$ cat config.mk
export PLATFORM = sky130hd
export DESIGN_NAME = pbsel_top
export DESIGN_NICKNAME = d
export VERILOG_FILES = /design/src/pbsel_pkg.sv /design/src/pbsel_top.sv
export SDC_FILE = /design/constraint.sdc
export NUM_CORES = 1
export LEC_CHECK = 0
export BUFFER_PORTS_ARGS = -buffer_cell sky130_fd_sc_hd__buf_4
export CAP_MARGIN = 20
export CORE_ASPECT_RATIO = 1.4
export CORE_MARGIN = 1
export CORE_UTILIZATION = 44
export DETAILED_ROUTE_END_ITERATION = 10
export PLACE_DENSITY = 0.83
export RECOVER_POWER = 50
export SYNTH_ARGS = -nofsm -noshare
export SYNTH_HDL_FRONTEND = slang
export SYNTH_SLANG_ARGS = --single-unit
$ cat constraint.sdc
create_clock -name clk_i -period 1.6 [get_ports clk_i]
set_input_delay 0.32 -clock clk_i [delete_from_list [all_inputs] [get_ports clk_i]]
set_output_delay 0.32 -clock clk_i [all_outputs]
set_load 0.02 [all_outputs]
$ cat src/pbsel_pkg.sv
// package for the port pin function select block
package pbsel_pkg;

  // wishbone register offsets (byte addresses)
  localparam logic [3:0] PBSEL_OFS_DATA = 4'h0;
  localparam logic [3:0] PBSEL_OFS_DIR  = 4'h4;
  localparam logic [3:0] PBSEL_OFS_PAT  = 4'h8;
  localparam logic [3:0] PBSEL_OFS_PIN  = 4'hC;

  // reset values
  localparam logic [7:0] PBSEL_DATA_RST = 8'h00;
  localparam logic [7:0] PBSEL_DIR_RST  = 8'h00;
  localparam logic [7:0] PBSEL_PAT_RST  = 8'h00;

  // pin positions
  localparam int PBSEL_PIN_RX   = 7;
  localparam int PBSEL_PIN_TX   = 6;
  localparam int PBSEL_PIN_SCK  = 5;
  localparam int PBSEL_PIN_UPPER_COLUMN_STROBE = 4;
  localparam int PBSEL_PIN_3    = 3;
  localparam int PBSEL_PIN_2    = 2;
  localparam int PBSEL_PIN_1    = 1;
  localparam int PBSEL_PIN_0    = 0;

  // control bits owned by neighbouring units
  typedef struct packed {
    logic       rx_enable;
    logic       tx_enable;
    logic       smart_card_flag;
    logic       clock_enable_bit0;
    logic       clock_enable_bit1;
    logic       sync_mode;
    logic [2:0] dram_area_select;
    logic       strobe_select;
    logic [3:0] timer_output_select_nz; // per 8-bit timer 3..0
    logic [1:0] counter_clear_sel_hi;   // timers 3 and 1
    logic [1:0] counter_clear_sel_lo;
    logic       select4_enable;
    logic       select5_enable;
    logic       select6_enable;
    logic       select7_enable;
    logic       dma_ext_request;
  } pbsel_ctrl_t;

  // output-side signals from the peripherals
  typedef struct packed {
    logic [7:0] pattern_out;
    logic       serial2_transmit;
    logic       serial2_tx_drive;
    logic       serial2_clock_out;
    logic       upper_column_strobe;
    logic       lower_column_strobe;
    logic       cas_enable;
    logic [3:0] timer_out;
    logic [7:4] select_n;
  } pbsel_periph_t;

  // input-side signals to the peripherals
  typedef struct packed {
    logic serial2_receive;
    logic serial2_clock_in;
    logic timer3_pin;
    logic timer1_pin;
    logic dma_request_1;
    logic dma_request_0;
  } pbsel_feed_t;

endpackage

$ cat src/pbsel_top.sv
// port pin function select with port data and direction registers
`timescale 1ns/1ns
`default_nettype none

// Functional notes
// - data register clears on reset, hardware standby
// - data register kept in software standby
// - free pin: input, data or pattern
// - pin 7 receive when rx or card
// - pin 6 transmit, card mode may float
// - pin 5 serial clock in or out
// - pins 4,5 column strobes when dram enabled
// - pin 3 priority dram, timer, select
// - pin 2 priority dram, timer, select
// - pin 1 timer, then select six
// - pin 0 timer, then select seven
// - pins 3,1 feed timer clear inputs
// - pins 3,1 feed dma requests when dma_ext_request set
// - read gives data or pin level
// - direction clears on reset, hardware standby
module pbsel_top (
  input  wire logic                   clk_i,
  input  wire logic                   rst_i,
  input  wire logic                   hw_standby_i,
  input  wire logic                   wb_cyc_i,
  input  wire logic                   wb_stb_i,
  input  wire logic                   wb_we_i,
  input  wire logic [3:0]             wb_adr_i,
  input  wire logic [3:0]             wb_sel_i,
  input  wire logic [31:0]            wb_dat_i,
  output logic      [31:0]            wb_dat_o,
  output logic                        wb_ack_o,
  input  wire pbsel_pkg::pbsel_ctrl_t   ctrl_i,
  input  wire pbsel_pkg::pbsel_periph_t periph_i,
  output pbsel_pkg::pbsel_feed_t        feed_o,
  input  wire logic [7:0]             pin_i,
  output logic      [7:0]             pin_o,
  output logic      [7:0]             pin_oe_o
);
  import pbsel_pkg::*;

  logic [7:0] data_r, data_nxt;
  logic [7:0] dir_r, dir_nxt;
  logic [7:0] pat_r, pat_nxt;
  logic [7:0] s1_r, s2_r, s3_r, lvl_r, lvl_nxt;
  logic       ack_r, ack_nxt;
  logic [31:0] rdat_r, rdat_nxt;
  logic       area4, area5, cas_on;

  // dram area setting covers a row strobe area
  function automatic logic covers(input logic [2:0] a, input logic hi);
    covers = hi ? (a == 3'h4 || a == 3'h5)
                : (a == 3'h2 || a == 3'h3 || a == 3'h4 || a == 3'h5);
  endfunction

  // pin synchroniser, level taken when stages two and three agree
  always_ff @(posedge clk_i)
  begin
    s1_r <= pin_i;
    s2_r <= s1_r;
    s3_r <= s2_r;
  end
  always_comb
  begin
    lvl_nxt = lvl_r;
    for (int i = 0; i < 8; i++)
    begin
      if (s2_r[i] == s3_r[i])
        lvl_nxt[i] = s3_r[i];
    end
  end

  // wishbone slave, one wait-free answer a cycle after the strobe
  always_comb
  begin
    data_nxt = data_r;
    dir_nxt  = dir_r;
    pat_nxt  = pat_r;
    rdat_nxt = 32'h0000_0000;
    ack_nxt  = 1'b0;
    if (wb_cyc_i && wb_stb_i && !ack_r)
    begin
      ack_nxt = 1'b1;
      if (wb_we_i && wb_sel_i[0])
      begin
        unique case (wb_adr_i)
          PBSEL_OFS_DATA: data_nxt = wb_dat_i[7:0];
          PBSEL_OFS_DIR:  dir_nxt  = wb_dat_i[7:0];
          PBSEL_OFS_PAT:  pat_nxt  = wb_dat_i[7:0];
          default:        data_nxt = data_r;
        endcase
      end
      else if (!wb_we_i)
      begin
        unique case (wb_adr_i)
          PBSEL_OFS_DATA: rdat_nxt = {24'h00_0000,
                                      (data_r & dir_r) | (lvl_r & ~dir_r)};
          PBSEL_OFS_DIR:  rdat_nxt = 32'h0000_00FF; // write-only, reads ones
          PBSEL_OFS_PAT:  rdat_nxt = {24'h00_0000, pat_r};
          PBSEL_OFS_PIN:  rdat_nxt = {24'h00_0000, lvl_r};
          default:        rdat_nxt = 32'h0000_0000;
        endcase
      end
    end
  end

  // register bank; software standby simply holds (no clear)
  always_ff @(posedge clk_i)
  begin
    if (rst_i || hw_standby_i)
    begin
      data_r <= PBSEL_DATA_RST;
      dir_r  <= PBSEL_DIR_RST;
      pat_r  <= PBSEL_PAT_RST;
      ack_r  <= 1'b0;
      rdat_r <= 32'h0000_0000;
      lvl_r  <= 8'h00;
    end
    else
    begin
      data_r <= data_nxt;
      dir_r  <= dir_nxt;
      pat_r  <= pat_nxt;
      ack_r  <= ack_nxt;
      rdat_r <= rdat_nxt;
      lvl_r  <= lvl_nxt;
    end
  end

  assign wb_ack_o = ack_r;
  assign wb_dat_o = rdat_r;

  always_comb
  begin
    area4  = covers(ctrl_i.dram_area_select, 1'b1);
    area5  = covers(ctrl_i.dram_area_select, 1'b0);
    cas_on = periph_i.cas_enable;
    for (int i = 0; i < 8; i++)
    begin
      pin_oe_o[i] = dir_r[i];
      pin_o[i]    = pat_r[i] ? periph_i.pattern_out[i] : data_r[i];
    end
    if (ctrl_i.rx_enable || ctrl_i.smart_card_flag)
    begin
      pin_oe_o[PBSEL_PIN_RX] = 1'b0;
      pin_o[PBSEL_PIN_RX]    = 1'b0;
    end
    if (ctrl_i.tx_enable || ctrl_i.smart_card_flag)
    begin
      pin_o[PBSEL_PIN_TX]    = periph_i.serial2_transmit;
      pin_oe_o[PBSEL_PIN_TX] = ctrl_i.smart_card_flag ?
                               periph_i.serial2_tx_drive : 1'b1;
    end
    if (ctrl_i.clock_enable_bit1)
    begin
      pin_oe_o[PBSEL_PIN_SCK] = 1'b0;
      pin_o[PBSEL_PIN_SCK]    = 1'b0;
    end
    else if (ctrl_i.sync_mode || ctrl_i.clock_enable_bit0)
    begin
      pin_oe_o[PBSEL_PIN_SCK] = 1'b1;
      pin_o[PBSEL_PIN_SCK]    = periph_i.serial2_clock_out;
    end
    if (cas_on)
    begin
      pin_oe_o[PBSEL_PIN_UPPER_COLUMN_STROBE] = 1'b1;
      pin_o[PBSEL_PIN_UPPER_COLUMN_STROBE]    = periph_i.upper_column_strobe;
      pin_oe_o[PBSEL_PIN_SCK]  = 1'b1;
      pin_o[PBSEL_PIN_SCK]     = periph_i.lower_column_strobe;
    end
    if (area4 || ctrl_i.select4_enable)
    begin
      pin_oe_o[PBSEL_PIN_3] = 1'b1;
      pin_o[PBSEL_PIN_3]    = periph_i.select_n[4];
    end
    if (!area4 && ctrl_i.timer_output_select_nz[3])
    begin
      pin_oe_o[PBSEL_PIN_3] = 1'b1;
      pin_o[PBSEL_PIN_3]    = periph_i.timer_out[3];
    end
    if (area5 || ctrl_i.select5_enable)
    begin
      pin_oe_o[PBSEL_PIN_2] = 1'b1;
      pin_o[PBSEL_PIN_2]    = periph_i.select_n[5];
    end
    if (!area5 && ctrl_i.timer_output_select_nz[2])
    begin
      pin_oe_o[PBSEL_PIN_2] = 1'b1;
      pin_o[PBSEL_PIN_2]    = periph_i.timer_out[2];
    end
    if (ctrl_i.timer_output_select_nz[1] || ctrl_i.select6_enable)
    begin
      pin_oe_o[PBSEL_PIN_1] = 1'b1;
      pin_o[PBSEL_PIN_1]    = ctrl_i.timer_output_select_nz[1] ?
                              periph_i.timer_out[1] : periph_i.select_n[6];
    end
    if (ctrl_i.timer_output_select_nz[0] || ctrl_i.select7_enable)
    begin
      pin_oe_o[PBSEL_PIN_0] = 1'b1;
      pin_o[PBSEL_PIN_0]    = ctrl_i.timer_output_select_nz[0] ?
                              periph_i.timer_out[0] : periph_i.select_n[7];
    end
  end

  // input feeds to peripherals from synchronised levels
  always_comb
  begin
    feed_o.serial2_receive  = lvl_r[PBSEL_PIN_RX];
    feed_o.serial2_clock_in = ctrl_i.clock_enable_bit1 & ~cas_on &
                              lvl_r[PBSEL_PIN_SCK];
    feed_o.timer3_pin = ctrl_i.counter_clear_sel_hi[1] &
                        ctrl_i.counter_clear_sel_lo[1] & lvl_r[PBSEL_PIN_3];
    feed_o.timer1_pin = ctrl_i.counter_clear_sel_hi[0] &
                        ctrl_i.counter_clear_sel_lo[0] & lvl_r[PBSEL_PIN_1];
    feed_o.dma_request_1 = ctrl_i.dma_ext_request & lvl_r[PBSEL_PIN_3];
    feed_o.dma_request_0 = ctrl_i.dma_ext_request & lvl_r[PBSEL_PIN_1];
  end

  // data cleared one edge after reset
  a_data_reset: assert property (@(posedge clk_i)
    (rst_i || hw_standby_i) |=> (data_r == 8'h00 && dir_r == 8'h00))
    else $error("port registers not cleared");

  a_data_hold: assert property (@(posedge clk_i) disable iff (rst_i)
    (!hw_standby_i && !(wb_cyc_i && wb_stb_i)) |=> $stable(data_r))
    else $error("data register changed without write");

  a_rx_input: assert property (@(posedge clk_i) disable iff (rst_i)
    (ctrl_i.rx_enable || ctrl_i.smart_card_flag) |-> !pin_oe_o[7])
    else $error("receive pin driven");

  a_tx_drive: assert property (@(posedge clk_i) disable iff (rst_i)
    (ctrl_i.tx_enable && !ctrl_i.smart_card_flag) |->
      (pin_oe_o[6] && pin_o[6] == periph_i.serial2_transmit))
    else $error("transmit pin not driven");

  a_cas_out: assert property (@(posedge clk_i) disable iff (rst_i)
    cas_on |-> (pin_oe_o[4] && pin_o[4] == periph_i.upper_column_strobe &&
                pin_oe_o[5] && pin_o[5] == periph_i.lower_column_strobe))
    else $error("column strobe missing");

  // row strobe wins on pin 3
  a_pin3_ras: assert property (@(posedge clk_i) disable iff (rst_i)
    area4 |-> (pin_oe_o[3] && pin_o[3] == periph_i.select_n[4]))
    else $error("pin 3 row strobe lost");

  a_free_out: assert property (@(posedge clk_i) disable iff (rst_i)
    (dir_r[0] && !pat_r[0] && !ctrl_i.timer_output_select_nz[0] &&
     !ctrl_i.select7_enable) |-> (pin_o[0] == data_r[0]))
    else $error("pin 0 does not follow data");

  a_read_mix: assert property (@(posedge clk_i) disable iff (rst_i)
    (wb_cyc_i && wb_stb_i && !wb_we_i && !ack_r && wb_adr_i == 4'h0) |=>
      (wb_ack_o && wb_dat_o[7:0] ==
       (($past(data_r) & $past(dir_r)) | ($past(lvl_r) & ~$past(dir_r)))))
    else $error("port read wrong");

  a_sck_input: assert property (@(posedge clk_i) disable iff (rst_i)
    (ctrl_i.clock_enable_bit1 && !cas_on) |-> !pin_oe_o[5])
    else $error("serial clock pin driven");

  // row strobe wins on pin 2
  a_pin2_ras: assert property (@(posedge clk_i) disable iff (rst_i)
    area5 |-> (pin_oe_o[2] && pin_o[2] == periph_i.select_n[5]))
    else $error("pin 2 row strobe lost");

  a_pin1_timer: assert property (@(posedge clk_i) disable iff (rst_i)
    ctrl_i.timer_output_select_nz[1] |->
      (pin_oe_o[1] && pin_o[1] == periph_i.timer_out[1]))
    else $error("pin 1 timer output lost");

  a_pin0_timer: assert property (@(posedge clk_i) disable iff (rst_i)
    ctrl_i.timer_output_select_nz[0] |->
      (pin_oe_o[0] && pin_o[0] == periph_i.timer_out[0]))
    else $error("pin 0 timer output lost");

  a_timer_feed: assert property (@(posedge clk_i) disable iff (rst_i)
    (ctrl_i.counter_clear_sel_hi[1] && ctrl_i.counter_clear_sel_lo[1]) |->
      (feed_o.timer3_pin == lvl_r[3]))
    else $error("timer input not fed");

  a_dma_feed: assert property (@(posedge clk_i) disable iff (rst_i)
    ctrl_i.dma_ext_request |->
      (feed_o.dma_request_1 == lvl_r[3] && feed_o.dma_request_0 == lvl_r[1]))
    else $error("dma request not fed");

  a_dir_hold: assert property (@(posedge clk_i) disable iff (rst_i)
    (!hw_standby_i && !(wb_cyc_i && wb_stb_i)) |=> $stable(dir_r))
    else $error("direction changed without write");

endmodule
`default_nettype wire

# Yosys cells after proc, flatten, opt, wreduce, memory -nomap -nowiden
# Index checks and enable logic that the tools add are counted.
[classes]
n_bitwise = 14
n_eq_ne = 15
order_cmp = 0
muxes = 35
multipliers = 0
n_div = 0
addsub = 0
shifts = 0
reduce_logical = 25
[op_table]
columns = ["op", "n"]
rows = [
  ["$mux 1", 32],
  ["$pmux 8 s4", 1],
  ["$and 8x8->8", 2],
  ["$logic_or 1x1->1", 12],
  ["$reduce_and 3->1", 3],
  ["$and 1x1->1", 8],
  ["$eq 1x1->1", 8],
  ["$eq 4x4->1 const B", 2],
  ["$not 8->8", 1],
  ["$or 8x8->8", 1],
  ["$eq 3x2->1 const B", 2],
  ["$eq 3x3->1 const B", 2],
  ["$logic_and 1x1->1", 5],
  ["$eq 4x3->1 const B", 1],
  ["$logic_not 4->1", 1],
  ["$mux 2", 2],
  ["$reduce_or 4->1", 1],
  ["$logic_not 1->1", 3],
  ["$not 1->1", 2],
]
[totals]
out_inout_bits = 55
reg_bits = 89
latchBits = 0
n_memories = 0
ramBits = 0
mem_bits_ro = 0
wordCells = 105

# Depth between registers and ports, before layout
[depth]
word_depth = 7
ltp_mapped = 5

# Worst setup path after synthesis
# Ideal clock, no wire load.
[synth_path]
kind = "input -> output"
start = "input port ctrl_i[16] (netlist bit)"
end = "output port pin_o[3]"
path_slack_ns = 0.078
stages = 3
path_buffers = 0
arrival_time_ns = 1.202
required_time_ns = 1.280
path_cell_list = "nor2b_1 o31a_1 o21ai_0"
[synth_via]
elab_chain_len = 5
elab_cells_between_ends = 8
cone_classes = "2 x eq/ne; 2 x mux; 4 x reduce/logical"
[synth_rtl]
columns = ["item", "line_no", "rtl"]
rows = [
  ["start, declared", "pbsel_top.sv:33", "input wire pbsel_pkg::pbsel_ctrl_t ctrl_i,"],
  ["$eq 3x3->1", "pbsel_top.sv:52", "covers = hi ? (a == 3'h4 || a == 3'h5)"],
  ["$logic_or 1x1->1 (*)", "n/a", ""],
  ["$logic_or 1x1->1 or $logic_not 1->1 (tied branches)", "pbsel_top.sv:171, pbsel_top.sv:176", ""],
  ["$mux 1 or $logic_and 1x1->1 (tied branches)", "pbsel_top.sv:171, pbsel_top.sv:176", ""],
  ["$mux 1 (*)", "pbsel_top.sv:176", "if (!area4 && ctrl_i.timer_output_select_nz[3])"],
  ["end, declared", "pbsel_top.sv:37", "output logic [7:0] pin_o,"],
]
# Mark *: on every way between the ends. The rest lies on a longest branch, timed or not.

# Final worst setup path
[layout_path]
start = "register pat_r[5]"
end = "output port pin_o[5]"
[layout_via]
elab_chain_len = 4
[layout_rtl]
columns = ["item", "line_no", "rtl"]
rows = [
  ["start, declared", "pbsel_top.sv:44", "logic [7:0] pat_r, pat_nxt;"],
  ["start signal, assigned", "pbsel_top.sv:123", "pat_r <= pat_nxt;"],
  ["$mux 1", "pbsel_top.sv:141", "pin_o[i] = pat_r[i] ? periph_i.pattern_out[i] : data_r[i];"],
  ["$mux 1", "pbsel_top.sv:159", "else if (ctrl_i.sync_mode || ctrl_i.clock_enable_bit0)"],
  ["$mux 1", "pbsel_top.sv:154", "if (ctrl_i.clock_enable_bit1)"],
  ["$mux 2", "pbsel_top.sv:164", "if (cas_on)"],
]
# No other way between the ends.

==> summary.txt <==
Run status
  – Outcome: finished with violations
  – Failing checks: setup timing

Timing
  – Fin crit period: 1730 ps
  – Worst clock skew: approximately 11 ps
  – Final worst hold slack: 105 ps
  – Final setup margin: -126 ps
  – RSZ-0062 raised after global routing: true
  – Final Cycle Share: 108%
  – Pins over their slew limit: 0
  – Fmax: 579 MHz
  – Final count of hold timing violations: 0
  – Final setup fails: 6

Detailed routing
  – ANT nets after route: 0
  – Drt pass-1 iters: 4
  – Via count: between 2k and 2.5k
  – Wire per inst: roughly 13 um
  – Final WL: approximately 6300 um
  – Via density: 5.07
  – DRC: 0
  – Initial drt markers: 98

CTS
  – Sink Count: 65
  – CTS buffer count: 9
  – CTS tree: done
  – Clk buf depth: 2
  – CTS clk-pin slew, worst paths: around 70 ps
  – # hold bufs at CTS: 0
  – Clock root buffer: clkbuf_8
  – Clock latency at the later pin of the worst-skew pair: 340 ps
  – H-Tree Depth: 3

Min path
  – Hold Crit Start: pin_i[1]
  – Hold crit path type: input port to flop

Placed design
  – Area after DPL: between 3000 and 4000 sq um
  – Detail Placement HPWL: 4620 um
  – Placed cells: around 450
  – Port Buf Inserts: 100
  – GP Congestion: between 0.7 and 0.8

Cells and area
  – Fillers: 518
  – Non-filler cells, final: between 400 and 500
  – Antenna diode count: 0
  – Nets: 500
  – Share of cells above drive strength 1: between 30% and 40%
  – Post-layout instance area: 3810 sq um
  – Area Growth Syn to Fin: 39.8%

Power and ir drop
  – Worst vdd ir: ~660 uV
  – LEAKAGE: between 0.0015 and 0.002 uW
  – Pwr Total: 3560 uW
  – Power Dens Cells: ~930 nW/um^2

Die
  – Row count: 33
  – Boundary pin count: between 150 and 200
  – Chip Height: 95.1 um
  – Die extent in x: slightly below 70 um
  – Initial Util: approximately 46%
  – Die area: 6520 sq um
  – CORE AREA: a little under 6000 sq um

Run
  – Max-cap violations: 0

Global route
  – Largest net degree at the start of global routing: 21
  – Antenna violations before repair: 0
  – Remaining Overflow, GRT: 0
  – First-pass GRT wire length: 9800 um
  – Gr usage total: between 20% and 30%
  – Vias in the first global route: 2,376

Yosys
  – Yosys cell types: 34
  – Syn_area_per_cell: between 9 and 10 sq um
  – Most common cell in the netlist: dfxtp_1
  – #FFs+latches synth: between 60 and 70
  – Yosys warns: 0
  – Area share of the leading cell type in the synthesized netlist: 47.7%
  – Leading area contributor after synthesis: dfxtp_1
  – Sequential element share of the synthesized area: between 40% and 50%
  – Dominant cells by area after synthesis: dfxtp_1 48%, mux2i_1 12%, buf_4 6.9%
  – Share of flip-flops with an asynchronous set or reset: 0%
  – Commonest cells post-synth: 65 x dfxtp_1, 46 x nand2_1, 34 x mux2i_1
  – Ys flop type: dfxtp_1
  – Synthesized cell area: ~2700 sq um
  – Post-Syn Instances: 278
  – EDFF count, synth: 0

Setup path
  – Worst Setup SP: pat_r[5]
  – CP top delay family: compound AO/OA/AOI/OAI gates
  – Worst setup SP type: flop
  – Crit-path max cell delay: 340 ps
  – CP max FO: 3
  – Critical Path RT: between 1000 and 1500 ps
  – Critical path arrival: roughly 1400 ps
  – R2r startpoint: wb_ack_o
  – Worst path slowest cell: dfxtp_2
  – CP Capture Type: output port
  – Critical Path, Cell by Cell: mux2i_1, o31a_1, o31ai_2, buf_4
  – Critical path class: flop to output port
  – Buf/Inv on CP: 1
## worst paths after layout
kind,end,slack (ps),cells past startpoint
hold reg to reg,s2_r[4],330,0
setup reg to reg,wb_dat_o[0],260,3
hold / removal,s1_r[1],110,1
setup / recovery,pin_o[5],-130,4
## worst register-to-register path, delay by kind of cell, from the launching register on
family,cells,cell delay (ps)
AO/OA/AOI/OAI,1,280
flip-flops,1,310
AND/OR/NAND/NOR,2,680
## layer usage
| metal | vias to the layer above | global-route usage (%) | part of all wire (%) |
|---|---|---|---|
| li1 | 1171 | - | - |
| met1 | 1110 | 21.0 | 36 |
| met2 | 117 | 35.5 | 53 |
| met3 | 17 | 5.62 | 8.1 |
| met4 | 0 | 11.3 | 2.6 |
| met5 | - | 0 | 0 |
## metrics by stage
stage | setup slack, ps | util, % | setup TNS [ps]
after CTS | -153 | 64.9 | -479
after global placement | -2.71 | 59.8 | -2.71
after floorplan | 77.7 | - | 0
final | -126 | 64.5 | -346
after detailed placement | -20.4 | 59.8 | -20.4
after global routing | -201 | 64.5 | -742
## state kept, by name, indices dropped and copies added (netlist names)
name	count
data_r	8
wb_ack_o	1
s2_r	8
s1_r	8
pat_r	8
wb_dat_o	8
lvl_r	8
dir_r	8
s3_r	8
## logic make-up after synthesis
logic type                count (synthesis)  share of synthesized area (%)
AOI/OAI and AO/OA                        51                           10.6
xor gates and xnor gates                  1                          0.321
buffers and inverters                    32                           8.12
DFF                                      65                           47.7
muxes                                    44                           16.6
other                                     1                          0.138
and+or+nand+nor                          84                           16.5
## layout by cell type, fill, tap and decap left out, drive strengths merged, types with 3 or more instances in the layout
master and n:
conb 24, a22oi 7, nor2 5, and2 6, dfxtp 65, mux2i 34
buf 101, mux2 10, or4 3, o21ai 22, and3 3, clkbuf 31
nand2 46, a21oi 17, and3b 3
## cell type report
class / instances / area (sq um) / area share [%]
multi-input combinational: 204 / 1310 / 34.5
clock inverter: 4 / 50.0 / 1.31
clock buffer: 12 / 165 / 4.33
timing repair buffer: 120 / 878 / 23.0
inverter: 1 / 3.75 / 0.0985
tap: 70 / 87.6 / 2.30
sequential: 65 / 1310 / 34.4
## what timing repair did
| item | in CTS | in global routing |
|---|---|---|
| buffers inserted | 6 | 1 |
| endpoints found under the setup margin | 7 | 7 |
| gates resized for setup | 18 | 4 |
| pin swaps | 4 | 3 |
## where the power goes
part           switching [uW]  total, uW  internal (uW)  leakage, uW
sequential               19.4       1680           1660     0.000538
combinational             209        418            209      0.00109
clock                     618       1460            844     0.000105
Note: power is estimated with default switching activity, not from simulation.
